<file path="config.mk">
export PLATFORM = sky130hd
export DESIGN_NAME = gst_timer
export DESIGN_NICKNAME = d
export VERILOG_FILES = /design/src/hw/gst_pkg.sv /design/src/hw/gst_sync.sv /design/src/hw/gst_timer.sv
export SDC_FILE = /design/constraint.sdc
export NUM_CORES = 1
export LEC_CHECK = 0
export ABC_AREA = 0
export ABC_CLOCK_PERIOD_IN_PS = 5300
export CAP_MARGIN = 20
export CORE_MARGIN = 10
export CORE_UTILIZATION = 60
export DETAILED_ROUTE_END_ITERATION = 10
export DONT_BUFFER_PORTS = 1
export PLACE_DENSITY = 0.76
export RECOVER_POWER = 25
export SETUP_SLACK_MARGIN = 0.15
export SLEW_MARGIN = 15
export SYNTH_ARGS = -nofsm -noshare
export SYNTH_HDL_FRONTEND = slang
export SYNTH_SLANG_ARGS = --single-unit
</file>
<file path="constraint.sdc">
create_clock -name core_clk -period 5.3 [get_ports core_clk]
set_input_delay 0.795 -clock core_clk [delete_from_list [all_inputs] [get_ports core_clk]]
set_output_delay 0.795 -clock core_clk [all_outputs]
set_load 0.005 [all_outputs]
</file>
<file path="src/hw/gst_pkg.sv">
package gst_pkg;
  // Register byte offsets on the APB
  localparam logic [7:0] GST_OFS_COUNT_LOW = 8'h00;
  localparam logic [7:0] GST_OFS_COUNT_HIGH = 8'h04;
  localparam logic [7:0] GST_OFS_GATE_CTRL = 8'h08;
  localparam logic [7:0] GST_OFS_CTRL = 8'h0C;
  localparam logic [7:0] GST_OFS_FLAGS = 8'h10;
  localparam logic [7:0] GST_OFS_IRQ_EN = 8'h14;
  localparam logic [7:0] GST_OFS_CMP_STAT = 8'h18;
  // Gate control fields
  localparam int GST_GC_GATE_EN = 7;
  localparam int GST_GC_POL = 6;
  localparam int GST_GC_TOGGLE = 5;
  localparam int GST_GC_SPM = 4;
  localparam int GST_GC_GO = 3;
  localparam int GST_GC_VAL = 2;
  localparam int GST_GC_SS_HI = 1;
  localparam logic [1:0] GST_SS_PIN = 2'h0;
  localparam logic [1:0] GST_SS_MATCH = 2'h1;
  localparam logic [1:0] GST_SS_CMP1 = 2'h2;
  localparam logic [1:0] GST_SS_CMP2 = 2'h3;
  // Control fields
  localparam int GST_CT_CS_HI = 7;
  localparam int GST_CT_PS_HI = 5;
  localparam int GST_CT_RD16 = 1;
  localparam int GST_CT_ON = 0;
  localparam logic [1:0] GST_CS_INSTR = 2'h0;
  localparam logic [1:0] GST_CS_SYS = 2'h1;
  localparam logic [1:0] GST_CS_EXT = 2'h2;
  // Comparator status bits
  localparam int GST_CMP1_BIT = 5;
  localparam int GST_CMP2_BIT = 6;
  // Flag and enable layout, special event compare mode
  localparam int GST_GATE_FLAG_BIT = 0;
  localparam int GST_OVF_BIT_LOW = 1;
  localparam int GST_OVF_BIT_HIGH = 3;
  localparam logic [3:0] GST_CMP_MODE_SPECIAL = 4'hB;
  // Reset values and count limit
  localparam logic [7:0] GST_RST_GATE_CTRL = 8'h00;
  localparam logic [7:0] GST_RST_CTRL = 8'h00;
  localparam logic [15:0] GST_RST_COUNT = 16'h0000;
  localparam logic [15:0] GST_COUNT_MAX = 16'hFFFF;
  // Core clocks per instruction cycle
  localparam int GST_INSTR_DIV = 4;
endpackage

</file>
<file path="src/hw/gst_sync.sv">
`timescale 1ns/1ps
`default_nettype none
module gst_sync (
  input wire logic core_clk,
  input wire logic rst,
  input wire logic d,
  output logic q
);
  logic s1_ff;
  logic s2_ff;
  logic s3_ff;
  logic q_ff;

  always_ff @(posedge core_clk) begin
    if (rst) begin
      s1_ff <= 1'b0;
      s2_ff <= 1'b0;
      s3_ff <= 1'b0;
    end else begin
      s1_ff <= d;
      s2_ff <= s1_ff;
      s3_ff <= s2_ff;
    end
  end

  // Level accepted only once two stages agree
  always_ff @(posedge core_clk) begin
    if (rst) begin
      q_ff <= 1'b0;
    end else if (s2_ff == s3_ff) begin
      q_ff <= s3_ff;
    end
  end

  assign q = q_ff;
endmodule // gst_sync
`default_nettype wire

</file>
<file path="src/hw/gst_timer.sv">
`timescale 1ns/1ps
`default_nettype none
module gst_timer
  import gst_pkg::*;
#(
  parameter int INSTANCE = 0
) (
  input wire logic core_clk,
  input wire logic rst,
  input wire logic psel,
  input wire logic penable,
  input wire logic pwrite,
  input wire logic [7:0] paddr,
  input wire logic [31:0] pwdata,
  output logic [31:0] prdata,
  output logic pready,
  output logic pslverr,
  input wire logic gate_input_pin,
  input wire logic ext_clk_pin,
  input wire logic [7:0] comparator_status,
  input wire logic companion_match,
  input wire logic compare_assigned,
  input wire logic [3:0] compare_unit_mode_field,
  input wire logic special_event_trigger,
  output logic overflow_irq,
  output logic gate_event_irq
);
  localparam int OVF_BIT = (INSTANCE == 2) ? GST_OVF_BIT_HIGH : GST_OVF_BIT_LOW;

  if (INSTANCE < 0 || INSTANCE > 2) begin : g_bad_instance
    $error("INSTANCE must be 0, 1 or 2");
  end

  logic [7:0] gate_ctrl_ff;
  logic [7:0] ctrl_ff;
  logic [15:0] count_ff;
  logic [7:0] high_buf_ff;
  logic [7:0] flags_ff;
  logic [7:0] irq_en_ff;
  logic [31:0] prdata_ff;
  logic [1:0] instr_div_ff;
  logic [2:0] pre_ff;
  logic [1:0] match_cnt_ff;
  logic match_gate_ff;
  logic gate_act_ff;
  logic toggle_ff;
  logic gate_t_ff;
  logic armed_ff;
  logic gate_level_status_ff;
  logic ext_prev_ff;

  logic [3:0] async_in;
  logic [3:0] async_sync;

  // Pin, external clock and comparator levels arrive from other domains
  assign async_in = {comparator_status[GST_CMP2_BIT], comparator_status[GST_CMP1_BIT],
                     ext_clk_pin, gate_input_pin};
  genvar gi;
  generate
    for (gi = 0; gi < 4; gi++) begin : g_sync
      gst_sync u_sync (
        .core_clk(core_clk),
        .rst(rst),
        .d(async_in[gi]),
        .q(async_sync[gi])
      );
    end
  endgenerate
  wire logic pin_s = async_sync[0];
  wire logic ext_s = async_sync[1];
  wire logic cmp1_s = async_sync[2];
  wire logic cmp2_s = async_sync[3];

  // Field views
  wire logic gate_en = gate_ctrl_ff[GST_GC_GATE_EN];
  wire logic polarity = gate_ctrl_ff[GST_GC_POL];
  wire logic toggle_en = gate_ctrl_ff[GST_GC_TOGGLE];
  wire logic spm_en = gate_ctrl_ff[GST_GC_SPM];
  wire logic go_done = gate_ctrl_ff[GST_GC_GO];
  wire logic [1:0] src_sel = gate_ctrl_ff[GST_GC_SS_HI -: 2];
  wire logic timer_on = ctrl_ff[GST_CT_ON];
  wire logic rd16 = ctrl_ff[GST_CT_RD16];
  wire logic [1:0] clk_sel = ctrl_ff[GST_CT_CS_HI -: 2];
  wire logic [1:0] pre_sel = ctrl_ff[GST_CT_PS_HI -: 2];

  // APB decode; zero wait states
  wire logic setup_ph = psel & ~penable;
  wire logic access = psel & penable;
  wire logic wr = access & pwrite;
  wire logic rd = access & ~pwrite;
  logic mapped;
  always_comb begin
    case (paddr)
      GST_OFS_COUNT_LOW, GST_OFS_COUNT_HIGH, GST_OFS_GATE_CTRL, GST_OFS_CTRL,
      GST_OFS_FLAGS, GST_OFS_IRQ_EN, GST_OFS_CMP_STAT: mapped = 1'b1;
      default: mapped = 1'b0;
    endcase
  end
  assign pready = 1'b1;
  assign pslverr = access & ~mapped;

  wire logic wr_low = wr & (paddr == GST_OFS_COUNT_LOW);
  wire logic wr_high = wr & (paddr == GST_OFS_COUNT_HIGH);
  wire logic wr_gc = wr & (paddr == GST_OFS_GATE_CTRL);

  // Instruction cycle divider
  logic instr_tick;
  assign instr_tick = (instr_div_ff == 2'(GST_INSTR_DIV - 1));
  always_ff @(posedge core_clk) begin
    if (rst) begin
      instr_div_ff <= 2'h0;
    end else begin
      instr_div_ff <= instr_tick ? 2'h0 : instr_div_ff + 2'h1;
    end
  end

  // Clock source and prescaler
  logic ext_rise;
  logic src_tick;
  logic tick;
  assign ext_rise = ext_s & ~ext_prev_ff;
  always_comb begin
    case (clk_sel)
      GST_CS_INSTR: src_tick = instr_tick;
      GST_CS_SYS: src_tick = 1'b1;
      GST_CS_EXT: src_tick = ext_rise;
      default: src_tick = 1'b0;
    endcase
  end
  always_comb begin
    case (pre_sel)
      2'h0: tick = src_tick;
      2'h1: tick = src_tick & pre_ff[0];
      2'h2: tick = src_tick & (&pre_ff[1:0]);
      default: tick = src_tick & (&pre_ff);
    endcase
  end
  always_ff @(posedge core_clk) begin
    if (rst) begin
      ext_prev_ff <= 1'b0;
      pre_ff <= 3'h0;
    end else begin
      ext_prev_ff <= ext_s;
      // Prescaler restarts on a low byte write
      if (wr_low) begin
        pre_ff <= 3'h0;
      end else if (src_tick & timer_on) begin
        pre_ff <= pre_ff + 3'h1;
      end
    end
  end

  // Companion match pulse, one instruction cycle long
  always_ff @(posedge core_clk) begin
    if (rst) begin
      match_cnt_ff <= 2'h0;
      match_gate_ff <= 1'b0;
    end else if (companion_match) begin
      match_cnt_ff <= 2'(GST_INSTR_DIV - 1);
      match_gate_ff <= 1'b1;
    end else if (match_cnt_ff != 2'h0) begin
      match_cnt_ff <= match_cnt_ff - 2'h1;
    end else begin
      match_gate_ff <= 1'b0;
    end
  end

  // Source select and polarity
  logic gate_raw;
  logic gate_act;
  always_comb begin
    case (src_sel)
      GST_SS_PIN: gate_raw = pin_s;
      GST_SS_MATCH: gate_raw = match_gate_ff;
      GST_SS_CMP1: gate_raw = cmp1_s;
      GST_SS_CMP2: gate_raw = cmp2_s;
      default: gate_raw = 1'b0;
    endcase
  end
  assign gate_act = (gate_raw == polarity);

  // Toggle stage
  logic act_rise;
  logic gate_t;
  assign act_rise = gate_act & ~gate_act_ff;
  always_ff @(posedge core_clk) begin
    if (rst) begin
      gate_act_ff <= 1'b0;
      toggle_ff <= 1'b0;
    end else begin
      gate_act_ff <= gate_act;
      if (!toggle_en) begin
        toggle_ff <= 1'b0;
      end else if (act_rise) begin
        toggle_ff <= ~toggle_ff;
      end
    end
  end
  assign gate_t = toggle_en ? toggle_ff : gate_act;

  // Single pulse stage
  logic t_rise;
  logic t_fall;
  logic nxt_armed;
  logic nxt_gate_val;
  assign t_rise = gate_t & ~gate_t_ff;
  assign t_fall = ~gate_t & gate_t_ff;
  // Toggle output feeds this stage, so combined mode spans one full cycle
  assign nxt_armed = spm_en & ((armed_ff & ~t_fall) | (go_done & t_rise));
  assign nxt_gate_val = spm_en ? (gate_t & nxt_armed) : gate_t;
  always_ff @(posedge core_clk) begin
    if (rst) begin
      gate_t_ff <= 1'b0;
      armed_ff <= 1'b0;
      gate_level_status_ff <= 1'b0;
    end else begin
      gate_t_ff <= gate_t;
      armed_ff <= nxt_armed;
      gate_level_status_ff <= nxt_gate_val;
    end
  end

  // Gate control register; go/done cleared by hardware
  logic go_hw_clr;
  assign go_hw_clr = armed_ff & t_fall;
  always_ff @(posedge core_clk) begin
    if (rst) begin
      gate_ctrl_ff <= GST_RST_GATE_CTRL;
    end else if (wr_gc) begin
      gate_ctrl_ff[7:4] <= pwdata[7:4];
      gate_ctrl_ff[1:0] <= pwdata[1:0];
      // A fresh arm from software outranks a completing pulse
      gate_ctrl_ff[GST_GC_GO] <= pwdata[GST_GC_SPM] &
        (pwdata[GST_GC_GO] | (go_done & ~go_hw_clr));
    end else if (go_hw_clr) begin
      gate_ctrl_ff[GST_GC_GO] <= 1'b0;
    end
  end

  always_ff @(posedge core_clk) begin
    if (rst) begin
      ctrl_ff <= GST_RST_CTRL;
    end else if (wr & (paddr == GST_OFS_CTRL)) begin
      ctrl_ff <= pwdata[7:0];
    end
  end

  // Count
  logic count_en;
  logic overflow;
  logic trig;
  assign count_en = tick & timer_on & (~gate_en | gate_level_status_ff);
  assign overflow = count_en & (count_ff == GST_COUNT_MAX);
  assign trig = special_event_trigger & compare_assigned &
                (compare_unit_mode_field == GST_CMP_MODE_SPECIAL);
  always_ff @(posedge core_clk) begin
    if (rst) begin
      count_ff <= GST_RST_COUNT;
    end else if (wr_low) begin
      count_ff <= {rd16 ? high_buf_ff : count_ff[15:8], pwdata[7:0]};
    end else if (wr_high & ~rd16) begin
      count_ff[15:8] <= pwdata[7:0];
    end else if (trig) begin
      count_ff <= GST_RST_COUNT;
    end else if (count_en) begin
      count_ff <= count_ff + 16'h0001;
    end
  end

  // High byte buffer for 16-bit access
  always_ff @(posedge core_clk) begin
    if (rst) begin
      high_buf_ff <= 8'h00;
    end else if (wr_high & rd16) begin
      high_buf_ff <= pwdata[7:0];
    end else if (rd & (paddr == GST_OFS_COUNT_LOW) & rd16) begin
      high_buf_ff <= count_ff[15:8];
    end
  end

  // Flags: write one to clear, a hardware set wins
  logic gate_fall;
  logic [7:0] flag_set;
  logic [7:0] flag_clr;
  assign gate_fall = ~nxt_gate_val & gate_level_status_ff;
  always_comb begin
    flag_set = 8'h00;
    flag_set[GST_GATE_FLAG_BIT] = gate_fall;
    flag_set[OVF_BIT] = overflow;
  end
  assign flag_clr = (wr & (paddr == GST_OFS_FLAGS)) ? pwdata[7:0] : 8'h00;
  always_ff @(posedge core_clk) begin
    if (rst) begin
      flags_ff <= 8'h00;
    end else begin
      flags_ff <= flag_set | (flags_ff & ~flag_clr);
    end
  end

  always_ff @(posedge core_clk) begin
    if (rst) begin
      irq_en_ff <= 8'h00;
    end else if (wr & (paddr == GST_OFS_IRQ_EN)) begin
      irq_en_ff <= pwdata[7:0];
    end
  end

  wire logic [7:0] flag_mask = 8'(1 << OVF_BIT) | 8'(1 << GST_GATE_FLAG_BIT);

  assign gate_event_irq = flags_ff[GST_GATE_FLAG_BIT] & irq_en_ff[GST_GATE_FLAG_BIT];
  assign overflow_irq = flags_ff[OVF_BIT] & irq_en_ff[OVF_BIT];

  // Read data latched in the setup phase
  logic [7:0] rd_byte;
  always_comb begin
    case (paddr)
      GST_OFS_COUNT_LOW: rd_byte = count_ff[7:0];
      GST_OFS_COUNT_HIGH: rd_byte = rd16 ? high_buf_ff : count_ff[15:8];
      GST_OFS_GATE_CTRL: rd_byte = {gate_ctrl_ff[7:3], gate_level_status_ff,
                                    gate_ctrl_ff[1:0]};
      GST_OFS_CTRL: rd_byte = ctrl_ff;
      GST_OFS_FLAGS: rd_byte = flags_ff & flag_mask;
      GST_OFS_IRQ_EN: rd_byte = irq_en_ff & flag_mask;
      GST_OFS_CMP_STAT: rd_byte = {1'b0, cmp2_s, cmp1_s, 5'h00};
      default: rd_byte = 8'h00;
    endcase
  end
  always_ff @(posedge core_clk) begin
    if (rst) begin
      prdata_ff <= 32'h0000_0000;
    end else if (setup_ph) begin
      prdata_ff <= {24'h00_0000, rd_byte};
    end
  end
  assign prdata = prdata_ff;
endmodule // gst_timer
`default_nettype wire

</file>
==> flow_metrics.env, run 1 <==
export IMPL_clkTransAtPathRegs_ps=80
export IMPL_hold_class="reg -> reg"
export IMPL_cts_resized_gates=0
export IMPL_cp_max_fo=10
export IMPL_synth_warnings=0
export IMPL_grt_max_degree=83
export IMPL_synth_ff_type="dfxtp_1"
export IMPL_start_util=0.627
export IMPL_yosys_area_top_type="dfxtp_1"
export IMPL_grt_overflow=0
export IMPL_drc=0
export IMPL_synth_adder_area_share=0.0232
export IMPL_power_leakage_nw=1.54
export IMPL_critical_path_reg2reg_startpoint="instr_div_ff[0]"
export IMPL_fillers=619
export IMPL_ant_nets=0
export IMPL_synth_simple_area_share=0.226
export IMPL_tightest_slew_ps=824
export IMPL_die_w_um=105
export IMPL_clk_latency_ps=370
export IMPL_avgSynthCellArea_um2=8.41
export IMPL_grt_pass1_vias=3359
export IMPL_drt_initial_drc_count=452
export IMPL_period_needed_ps=2620
export IMPL_synth_edf_count=0
export IMPL_powerDensity_mw_per_mm2=250
export IMPL_rsz0062_at_grt="no"
export IMPL_synth_mux_area_frac=0.101
export IMPL_synth_async_reset_ratio=0
export IMPL_ios=98
export IMPL_crit_arrival_ps=2900
export IMPL_synth_top_area_share=0.377
export IMPL_status="finished clean"
export IMPL_dieHeight_um=105
export IMPL_irDropWorstVdd_v=0.000193
export IMPL_fin_hold_ws_ps=426
export IMPL_finish_utilization=0.644
export IMPL_num_antenna_cells=0
export IMPL_crit_type="in -> reg"
export IMPL_cp_end_kind="register"
export IMPL_cts_root_buf="clkbuf_8"
export IMPL_syn_area_mm2=0.00431
export IMPL_netlist_instances=512
export IMPL_synth_top_family_by_area="simple AND/OR/NAND/NOR gates"
export IMPL_layout_commonest_cell="dfxtp_1"
export IMPL_routabilityCongestion=0.920
export IMPL_postCtsHoldBufs=0
export IMPL_drive_gt1_frac=0.0717
export IMPL_clock_sinks=81
export IMPL_maxCapViolCount=0
export IMPL_seq_area_frac_synth=0.377
export IMPL_wl_per_cell_um=18.3
export IMPL_routed_wl_mm=10.9
export IMPL_track_usage=0.194
export IMPL_cts_setup_buffers=0
export IMPL_fin_skew_ps=9.01
export IMPL_finalSetupViolCount=0
export IMPL_syn2layout_area_growth_pct=2.79
export IMPL_maxSlewViolCount=0
export IMPL_synth_area_leaders="dfxtp_1 38%, mux2i_1 8.8%, nor2_1 5.0%"
export IMPL_dp_hpwl_mm=7.78
export IMPL_cts_buffer_depth=2
export IMPL_die_area_mm2=0.0110
export IMPL_cts_made_buffers=9
export IMPL_viasPerCell=6.05
export IMPL_critPathLaunch="paddr[7]"
export IMPL_relSlewSlack=0.447
export IMPL_finalHoldViolCount=0
export IMPL_grt_antenna_before_repair=0
export IMPL_ys_ff_latch=81
export IMPL_cts_htree_levels=3
export IMPL_synth_compound_area_share=0.164
export IMPL_min_from="instr_div_ff[0]"
export IMPL_io_buffers=0
export IMPL_synth_xor_xnor_area_share=0.0244
export IMPL_fmax_mhz=381
export IMPL_fin_nets=567
export IMPL_vias=3618
export IMPL_core_mm2=0.00687
export IMPL_start_kind="input pin"
export IMPL_grt_pass1_wl_mm=17.5
export IMPL_timing_setup_tns_ps=0
export IMPL_synth_cell_types=60
export IMPL_fp_row_count=30
export IMPL_required_ps=5580
export IMPL_cts_tree="built"
export IMPL_fin_crit_sh=0.495
export IMPL_dr_pass1_iters=5
export IMPL_layout_common_cells="81 x dfxtp_1, 57 x nor2_1, 46 x nand2_1"
==> synth_stat cells, types with 3 or more instances <==
| cell type | number |
|---|---|
| dfxtp_1 | 81 |
| nor2_1 | 57 |
| nand2_1 | 46 |
| mux2i_1 | 38 |
| a21oi_1 | 37 |
| buf_4 | 26 |
| o21ai_0 | 26 |
| nand3_1 | 19 |
| nor3_1 | 16 |
| inv_1 | 14 |
| nor2b_1 | 14 |
| a211oi_1 | 12 |
| clkbuf_1 | 12 |
| xnor2_1 | 9 |
| ha_1 | 8 |
| buf_1 | 7 |
| and2_1 | 5 |
| buf_2 | 5 |
| nand4_1 | 5 |
| a221oi_1 | 4 |
| a22oi_1 | 4 |
| and3_1 | 4 |
| o221ai_1 | 4 |
| o22ai_1 | 4 |
| a32o_1 | 3 |
| mux2_2 | 3 |
| nand2b_1 | 3 |
| nor4_1 | 3 |
| xor2_1 | 3 |
==> area by class of cell <==
cell class | instances | area [um^2] | area share
Clock buffer | 11 | 151 | 0.0342
Clock inverter | 5 | 38.8 | 0.00876
Inverter | 14 | 52.6 | 0.0119
Multi-Input combinational cell | 389 | 2430 | 0.548
Sequential cell | 81 | 1620 | 0.366
Tap cell | 96 | 120 | 0.0271
Timing Repair Buffer | 2 | 15.0 | 0.00339
==> cells by family (layout without fill, tap and decap cells) <==
| family | count (synthesis) | in the layout |
|---|---|---|
| AND/OR/NAND/NOR | 191 | 191 |
| AO/OA/AOI/OAI | 111 | 111 |
| flip-flops | 81 | 81 |
| buffers and inverters | 65 | 32 |
| multiplexers | 42 | 42 |
| XOR/XNOR | 12 | 12 |
| adder cells (fa/ha/maj) | 8 | 8 |
| other | 2 | 25 |
==> power by group <==
part	internal [W]	total, W	switching [W]	leakage (nW)
Clock	0.000198	0.000435	0.000237	0.0959
Sequential	0.000620	0.000627	0.00000649	0.658
Combinational	0.0000192	0.0000452	0.0000260	0.783
Total	0.000838	0.00111	0.000269	1.54
==> registers in the layout (all words and copies together) (netlist names) <==
name / cells
gate_ctrl_ff: 7
g_sync.u_sync.s3_ff: 4
armed_ff: 1
g_sync.u_sync.s1_ff: 4
gate_t_ff: 1
gate_level_status_ff: 1
prdata: 8
instr_div_ff: 2
g_sync.u_sync.s2_ff: 4
g_sync.u_sync.q: 4
match_gate_ff: 1
flags_ff: 2
ctrl_ff: 8
toggle_ff: 1
gate_act_ff: 1
match_cnt_ff: 2
pre_ff: 3
high_buf_ff: 8
irq_en_ff: 2
count_ff: 16
ext_prev_ff: 1
==> metal layers <==
layer / global-route usage / wire [um] / vias to the layer above
met1: 0.245 / 4710 / 1687
met4: 0.0647 / 185 / 0
met3: 0.0676 / 1060 / 16
met5: 0 / 0 / -
li1: - / - / 1740
met2: 0.302 / 4970 / 175
==> worst max-delay path, cell delays in order <==
cell      delay (ps)
nor4_2           640
nand3_1          420
and2_1           370
a21oi_4          310
a21oi_1          120
a311oi_1         240
==> path summary, 6_finish.rpt <==
check	to	slack, ps	depth (start not counted)
max	count_ff[5]	2680	6
min	instr_div_ff[0]	430	1
max reg2reg	count_ff[15]	2850	7
min reg2reg	instr_div_ff[0]	430	1
==> stage by stage <==
step,std cells,total power (W),worst slack (ps),cell area (um^2)
floorplan,535,0.000701,2710,4390
global placement,582,0.000682,2390,4230
detailed placement,582,0.000685,2360,4230
CTS,598,0.00111,2770,4420
global route,598,0.00115,2570,4430
finish,598,0.00111,2680,4430
No activity file was read; power rests on OpenSTA's default activity.
==> run 2: changes to the inputs <==
- ABC_CLOCK_PERIOD_IN_PS: 5300 -> 2700
- clock period: 5.3 -> 2.7 ns (I/O delays scaled with it)
==> run 2 against run 1 <==
Worst hold slack lost 330 ps. Wire length rose by 1.7%. Core utilization is 0.42 points higher. Power increased by 89%. Non-clock buffer count rose by 8. First-iteration DRC count is 18% lower. Critical path depth rose by 1. Via count is 2.5% higher. Design area grew 0.65%. Setup slack worse by 2300 ps. Register-to-register slack got worse by 2400 ps. Sequential power up 96%. Critical path type is now reg -> reg. Largest power group unchanged.
==> flow_metrics.env, run 2 (synthesized netlist as in run 1, its figures left out) <==
export IMPL_cell_internal_pwr_w=0.00159
export IMPL_period_needed_ps=2300
export IMPL_grt_pass1_wl_mm=17.7
export IMPL_p_total_w=0.00209
export IMPL_num_antenna_cells=0
export IMPL_clock_sinks=81
export IMPL_relSlewSlack=0.450
export IMPL_die_area_mm2=0.0110
export IMPL_maxCapViolCount=0
export IMPL_cts_setup_buffers=0
export IMPL_finalSetupViolCount=0
export IMPL_fp_row_count=30
export IMPL_cts_tree="built"
export IMPL_grt_overflow=0
export IMPL_ant_nets=0
export IMPL_maxSlewViolCount=0
export IMPL_cts_htree_levels=3
export IMPL_syn2layout_area_growth_pct=3.46
export IMPL_seq_power_share=0.588
export IMPL_dieHeight_um=105
export IMPL_p_sw_frac=0.239
export IMPL_grt_max_degree=83
export IMPL_min_from="rst"
export IMPL_placedCellCount=590
export IMPL_wl_per_cell_um=18.3
export IMPL_clkPwrFrac=0.369
export IMPL_drc=0
export IMPL_track_usage=0.197
export IMPL_critPathLaunch="ctrl_ff[7]"
export IMPL_layout_commonest_cell="dfxtp_1"
export IMPL_vias=3708
export IMPL_dp_hpwl_mm=8.05
export IMPL_fin_hold_ws_ps=99.3
export IMPL_timing_setup_tns_ps=0
export IMPL_fin_skew_ps=9.40
export IMPL_hold_class="in -> reg"
export IMPL_start_util=0.627
export IMPL_fmax_mhz=436
export IMPL_p_comb_frac=0.042
export IMPL_routed_wl_mm=11.1
export IMPL_dr_pass1_iters=5
export IMPL_crit_type="reg -> reg"
export IMPL_status="finished clean"
export IMPL_routabilityCongestion=0.938
export IMPL_cts_resized_gates=0
export IMPL_core_mm2=0.00687
export IMPL_start_kind="register"
export IMPL_postCtsHoldBufs=0
export IMPL_power_switching_w=0.000501
export IMPL_viasPerCell=6.12
export IMPL_fin_nets=575
export IMPL_cts_made_buffers=9
export IMPL_rsz0062_at_grt="no"
export IMPL_cts_root_buf="clkbuf_8"
export IMPL_largest_reg_flops=16
export IMPL_cp_end_kind="register"
export IMPL_crit_arrival_ps=2570
export IMPL_regMostFlops="count_ff"
export IMPL_io_buffers=0
export IMPL_clkTransAtPathRegs_ps=80
export IMPL_grt_pass1_vias=3410
export IMPL_critical_path_reg2reg_startpoint="ctrl_ff[7]"
export IMPL_tightest_slew_ps=824
export IMPL_cts_buffer_depth=2
export IMPL_fin_crit_sh=0.850
export IMPL_layout_common_cells="81 x dfxtp_1, 57 x nor2_1, 46 x nand2_1"
export IMPL_power_leakage_nw=1.55
export IMPL_required_ps=2970
export IMPL_drive_gt1_frac=0.0784
export IMPL_powerDensity_mw_per_mm2=469
export IMPL_clk_latency_ps=370
export IMPL_instances_no_fill=606
export IMPL_finalHoldViolCount=0
export IMPL_cp_max_fo=10
export IMPL_irDropWorstVdd_v=0.000422
export IMPL_ios=98
export IMPL_die_w_um=105
export IMPL_drt_initial_drc_count=372
export IMPL_grt_antenna_before_repair=0
[run 2: cell types whose count changed in the layout (fill, tap and decap cells not counted), sizes merged]
| cell | before | now |
|---|---|---|
| clkinvlp | 1 | 4 |
| clkinv | 3 | 0 |
| inv | 15 | 14 |
| buf | 2 | 10 |
| clkbuf | 11 | 12 |
[run 2: per-stage QoR]
step                       util  setup WS [ps]  cell area, um^2
after global routing      0.649            231             4460
after global placement    0.625            388             4290
after floorplan               -            504             4390
after detailed placement  0.625            375             4290
final                     0.649            405             4460
after CTS                 0.649            419             4460
[run 2: path summary, 6_finish.rpt]
path / endpoint / slack (ps) / cells past startpoint
max: count_ff[5] / 400 / 7
min: ctrl_ff[4] / 100 / 1
max reg2reg: count_ff[5] / 400 / 7
min reg2reg: instr_div_ff[0] / 420 / 1
[run 2: power groups by stage]
stage               registers, W  clock network (W)   logic, W
floorplan                0.00125                  0   0.000123
detailed placement       0.00126                  0  0.0000861
finish                   0.00123           0.000773  0.0000887
CTS                      0.00123           0.000790  0.0000866
global route             0.00123           0.000830   0.000101
global placement         0.00126                  0  0.0000835
[run 2: metal layers]
layer / GRT usage / vias up / wire length (um)
met5: 0 / - / 0
met4: 0.0971 / 0 / 310
met1: 0.249 / 1736 / 4560
li1: - / 1752 / -
met3: 0.0571 / 28 / 1170
met2: 0.298 / 192 / 5070
[run 2: cell type report]
cell class	count	area [um^2]
repair buffers	10	75.1
flip-flops and latches	81	1620
clock inverters	4	30.0
multi-input cells	389	2420
clock buffers	12	135
inverters	14	52.6
well taps	96	120
fillers	606	2410
[run 2: worst max-delay path, stage by stage (launching register included)]
cell and delay [ps]:
dfxtp_1 410, nor4bb_1 340, o21ai_1 100, buf_4 170
or3_1 490, a21oi_4 330, a21oi_1 110, a311oi_1 240
==> run 3: changes to the inputs <==
- CTS_BUF_LIST: default -> sky130_fd_sc_hd__clkbuf_8
==> run 3 against run 2 <==
Maximum frequency grew 0.14%. Flip-flop and latch count is the same. Global-route usage hardly changed. Core utilization unchanged. Critical path type unchanged. Critical endpoint unchanged. Largest cell class unchanged. Largest power group unchanged.
==> flow_metrics.env, run 3 (synthesized netlist as in run 1, its figures left out) <==
export IMPL_fmax_mhz=436
export IMPL_cts_resized_gates=0
export IMPL_fin_skew_ps=9.59
export IMPL_cp_max_fo=10
export IMPL_required_ps=2970
export IMPL_dp_hpwl_mm=8.05
export IMPL_crit_path_max_incr_delay_ps=480
export IMPL_r2r_cells=7
export IMPL_crit_type="reg -> reg"
export IMPL_cts_setup_buffers=0
export IMPL_layout_commonest_cell="dfxtp_1"
export IMPL_maxSlewViolCount=0
export IMPL_powerDensity_mw_per_mm2=467
export IMPL_period_needed_ps=2290
export IMPL_whs_path_depth=1
export IMPL_core_mm2=0.00687
export IMPL_placedCellCount=590
export IMPL_grt_pass1_wl_mm=17.8
export IMPL_postCtsHoldBufs=0
export IMPL_dp_worst_setup_slack_ps=375
export IMPL_ff2ff_setup_slack_ps=410
export IMPL_start_util=0.627
export IMPL_cp_slowest_cell="or3_1"
export IMPL_relSlewSlack=0.448
export IMPL_finalSetupViolCount=0
export IMPL_largest_reg_flops=16
export IMPL_ant_nets=0
export IMPL_cts_htree_levels=3
export IMPL_setup_slack_ps=408
export IMPL_instances_no_fill=606
export IMPL_viasPerCell=6.05
export IMPL_track_usage=0.197
export IMPL_irDropWorstVdd_v=0.000423
export IMPL_cp_end_kind="register"
export IMPL_clk_latency_ps=370
export IMPL_clkTransAtPathRegs_ps=80
export IMPL_fp_row_count=30
export IMPL_drive_gt1_frac=0.0784
export IMPL_die_w_um=105
export IMPL_cts_tree="built"
export IMPL_timing_setup_tns_ps=0
export IMPL_cts_root_buf="clkbuf_8"
export IMPL_routed_wl_mm=11.1
export IMPL_tightest_slew_ps=827
export IMPL_status="finished clean"
export IMPL_dr_pass1_iters=5
export IMPL_grt_overflow=0
export IMPL_start_kind="register"
export IMPL_finalHoldViolCount=0
export IMPL_wl_per_cell_um=18.3
export IMPL_drt_initial_drc_count=389
export IMPL_maxCapViolCount=0
export IMPL_rsz0062_at_grt="no"
export IMPL_grt_antenna_before_repair=0
export IMPL_cts_buffer_depth=2
export IMPL_num_antenna_cells=0
export IMPL_power_leakage_nw=1.56
export IMPL_routabilityCongestion=0.938
export IMPL_finish_utilization=0.649
export IMPL_vias=3669
export IMPL_crit_arrival_ps=2570
export IMPL_io_buffers=0
export IMPL_die_area_mm2=0.0110
export IMPL_hold_class="in -> reg"
export IMPL_dieHeight_um=105
export IMPL_crit_family="simple AND/OR/NAND/NOR gates"
export IMPL_ios=98
export IMPL_grt_max_degree=83
export IMPL_clock_sinks=81
export IMPL_layout_common_cells="81 x dfxtp_1, 57 x nor2_1, 46 x nand2_1"
export IMPL_fin_crit_sh=0.849
export IMPL_cp_cell_sequence="nor4bb_1 -> o21ai_1 -> buf_4 -> or3_1 -> a21oi_4 -> a21oi_1 -> a311oi_1"
export IMPL_syn2layout_area_growth_pct=3.46
export IMPL_cp_num_buf_inv=1
export IMPL_drc=0
export IMPL_fin_nets=575
export IMPL_regMostFlops="count_ff"
export IMPL_cp_depth=7
export IMPL_cts_made_buffers=9
export IMPL_grt_pass1_vias=3400
## run 3: changes by cell type in the layout (fill, tap and decap cells not counted), sizes merged
cell    delta
clkbuf     -3
inv        +3
## run 3: through the flow
stage	power (W)	hold WS, ps	instance area [um^2]
after detailed placement	0.00134	411	4290
after floorplan	0.00138	398	4390
after global placement	0.00134	406	4290
after global routing	0.00215	93.6	4460
after CTS	0.00210	96.9	4460
final	0.00208	100	4460
## run 3: power by group
part           leakage, nW  internal [W]  switching (W)  total (W)
clock network       0.0813      0.000323       0.000439   0.000762
registers            0.658       0.00122      0.0000126    0.00123
logic                0.820     0.0000388      0.0000499  0.0000887
total                 1.56       0.00158       0.000501    0.00208
## run 3: worst paths after layout
kind	endpoint	from
worst max register to register	count_ff[5]	ctrl_ff[7]
worst min-delay path	ctrl_ff[4]	rst
worst min register to register	instr_div_ff[0]	instr_div_ff[0]
worst max-delay path	count_ff[5]	ctrl_ff[7]
## run 3: layout make-up
class                   count  area (um^2)
clock buffers               9          124
clock inverters             7         41.3
multi-input cells         389         2420
inverters                  14         52.6
fillers                   606         2410
repair buffers             10         75.1
well taps                  96          120
flip-flops and latches     81         1620
## run 3: layer usage
metal,up-vias,GRT usage,share of wire
met4,0,0.0941,0.022
met3,27,0.0565,0.091
met1,1729,0.250,0.42
met5,-,0,0
li1,1748,-,-
met2,165,0.299,0.46
## run 3: worst reg2reg max path, cell delays in order (launching register included)
cell and delay (ps):
dfxtp_1 410, nor4bb_1 350, o21ai_1 100, buf_4 180, or3_1 490, a21oi_4 330
a21oi_1 110, a311oi_1 240
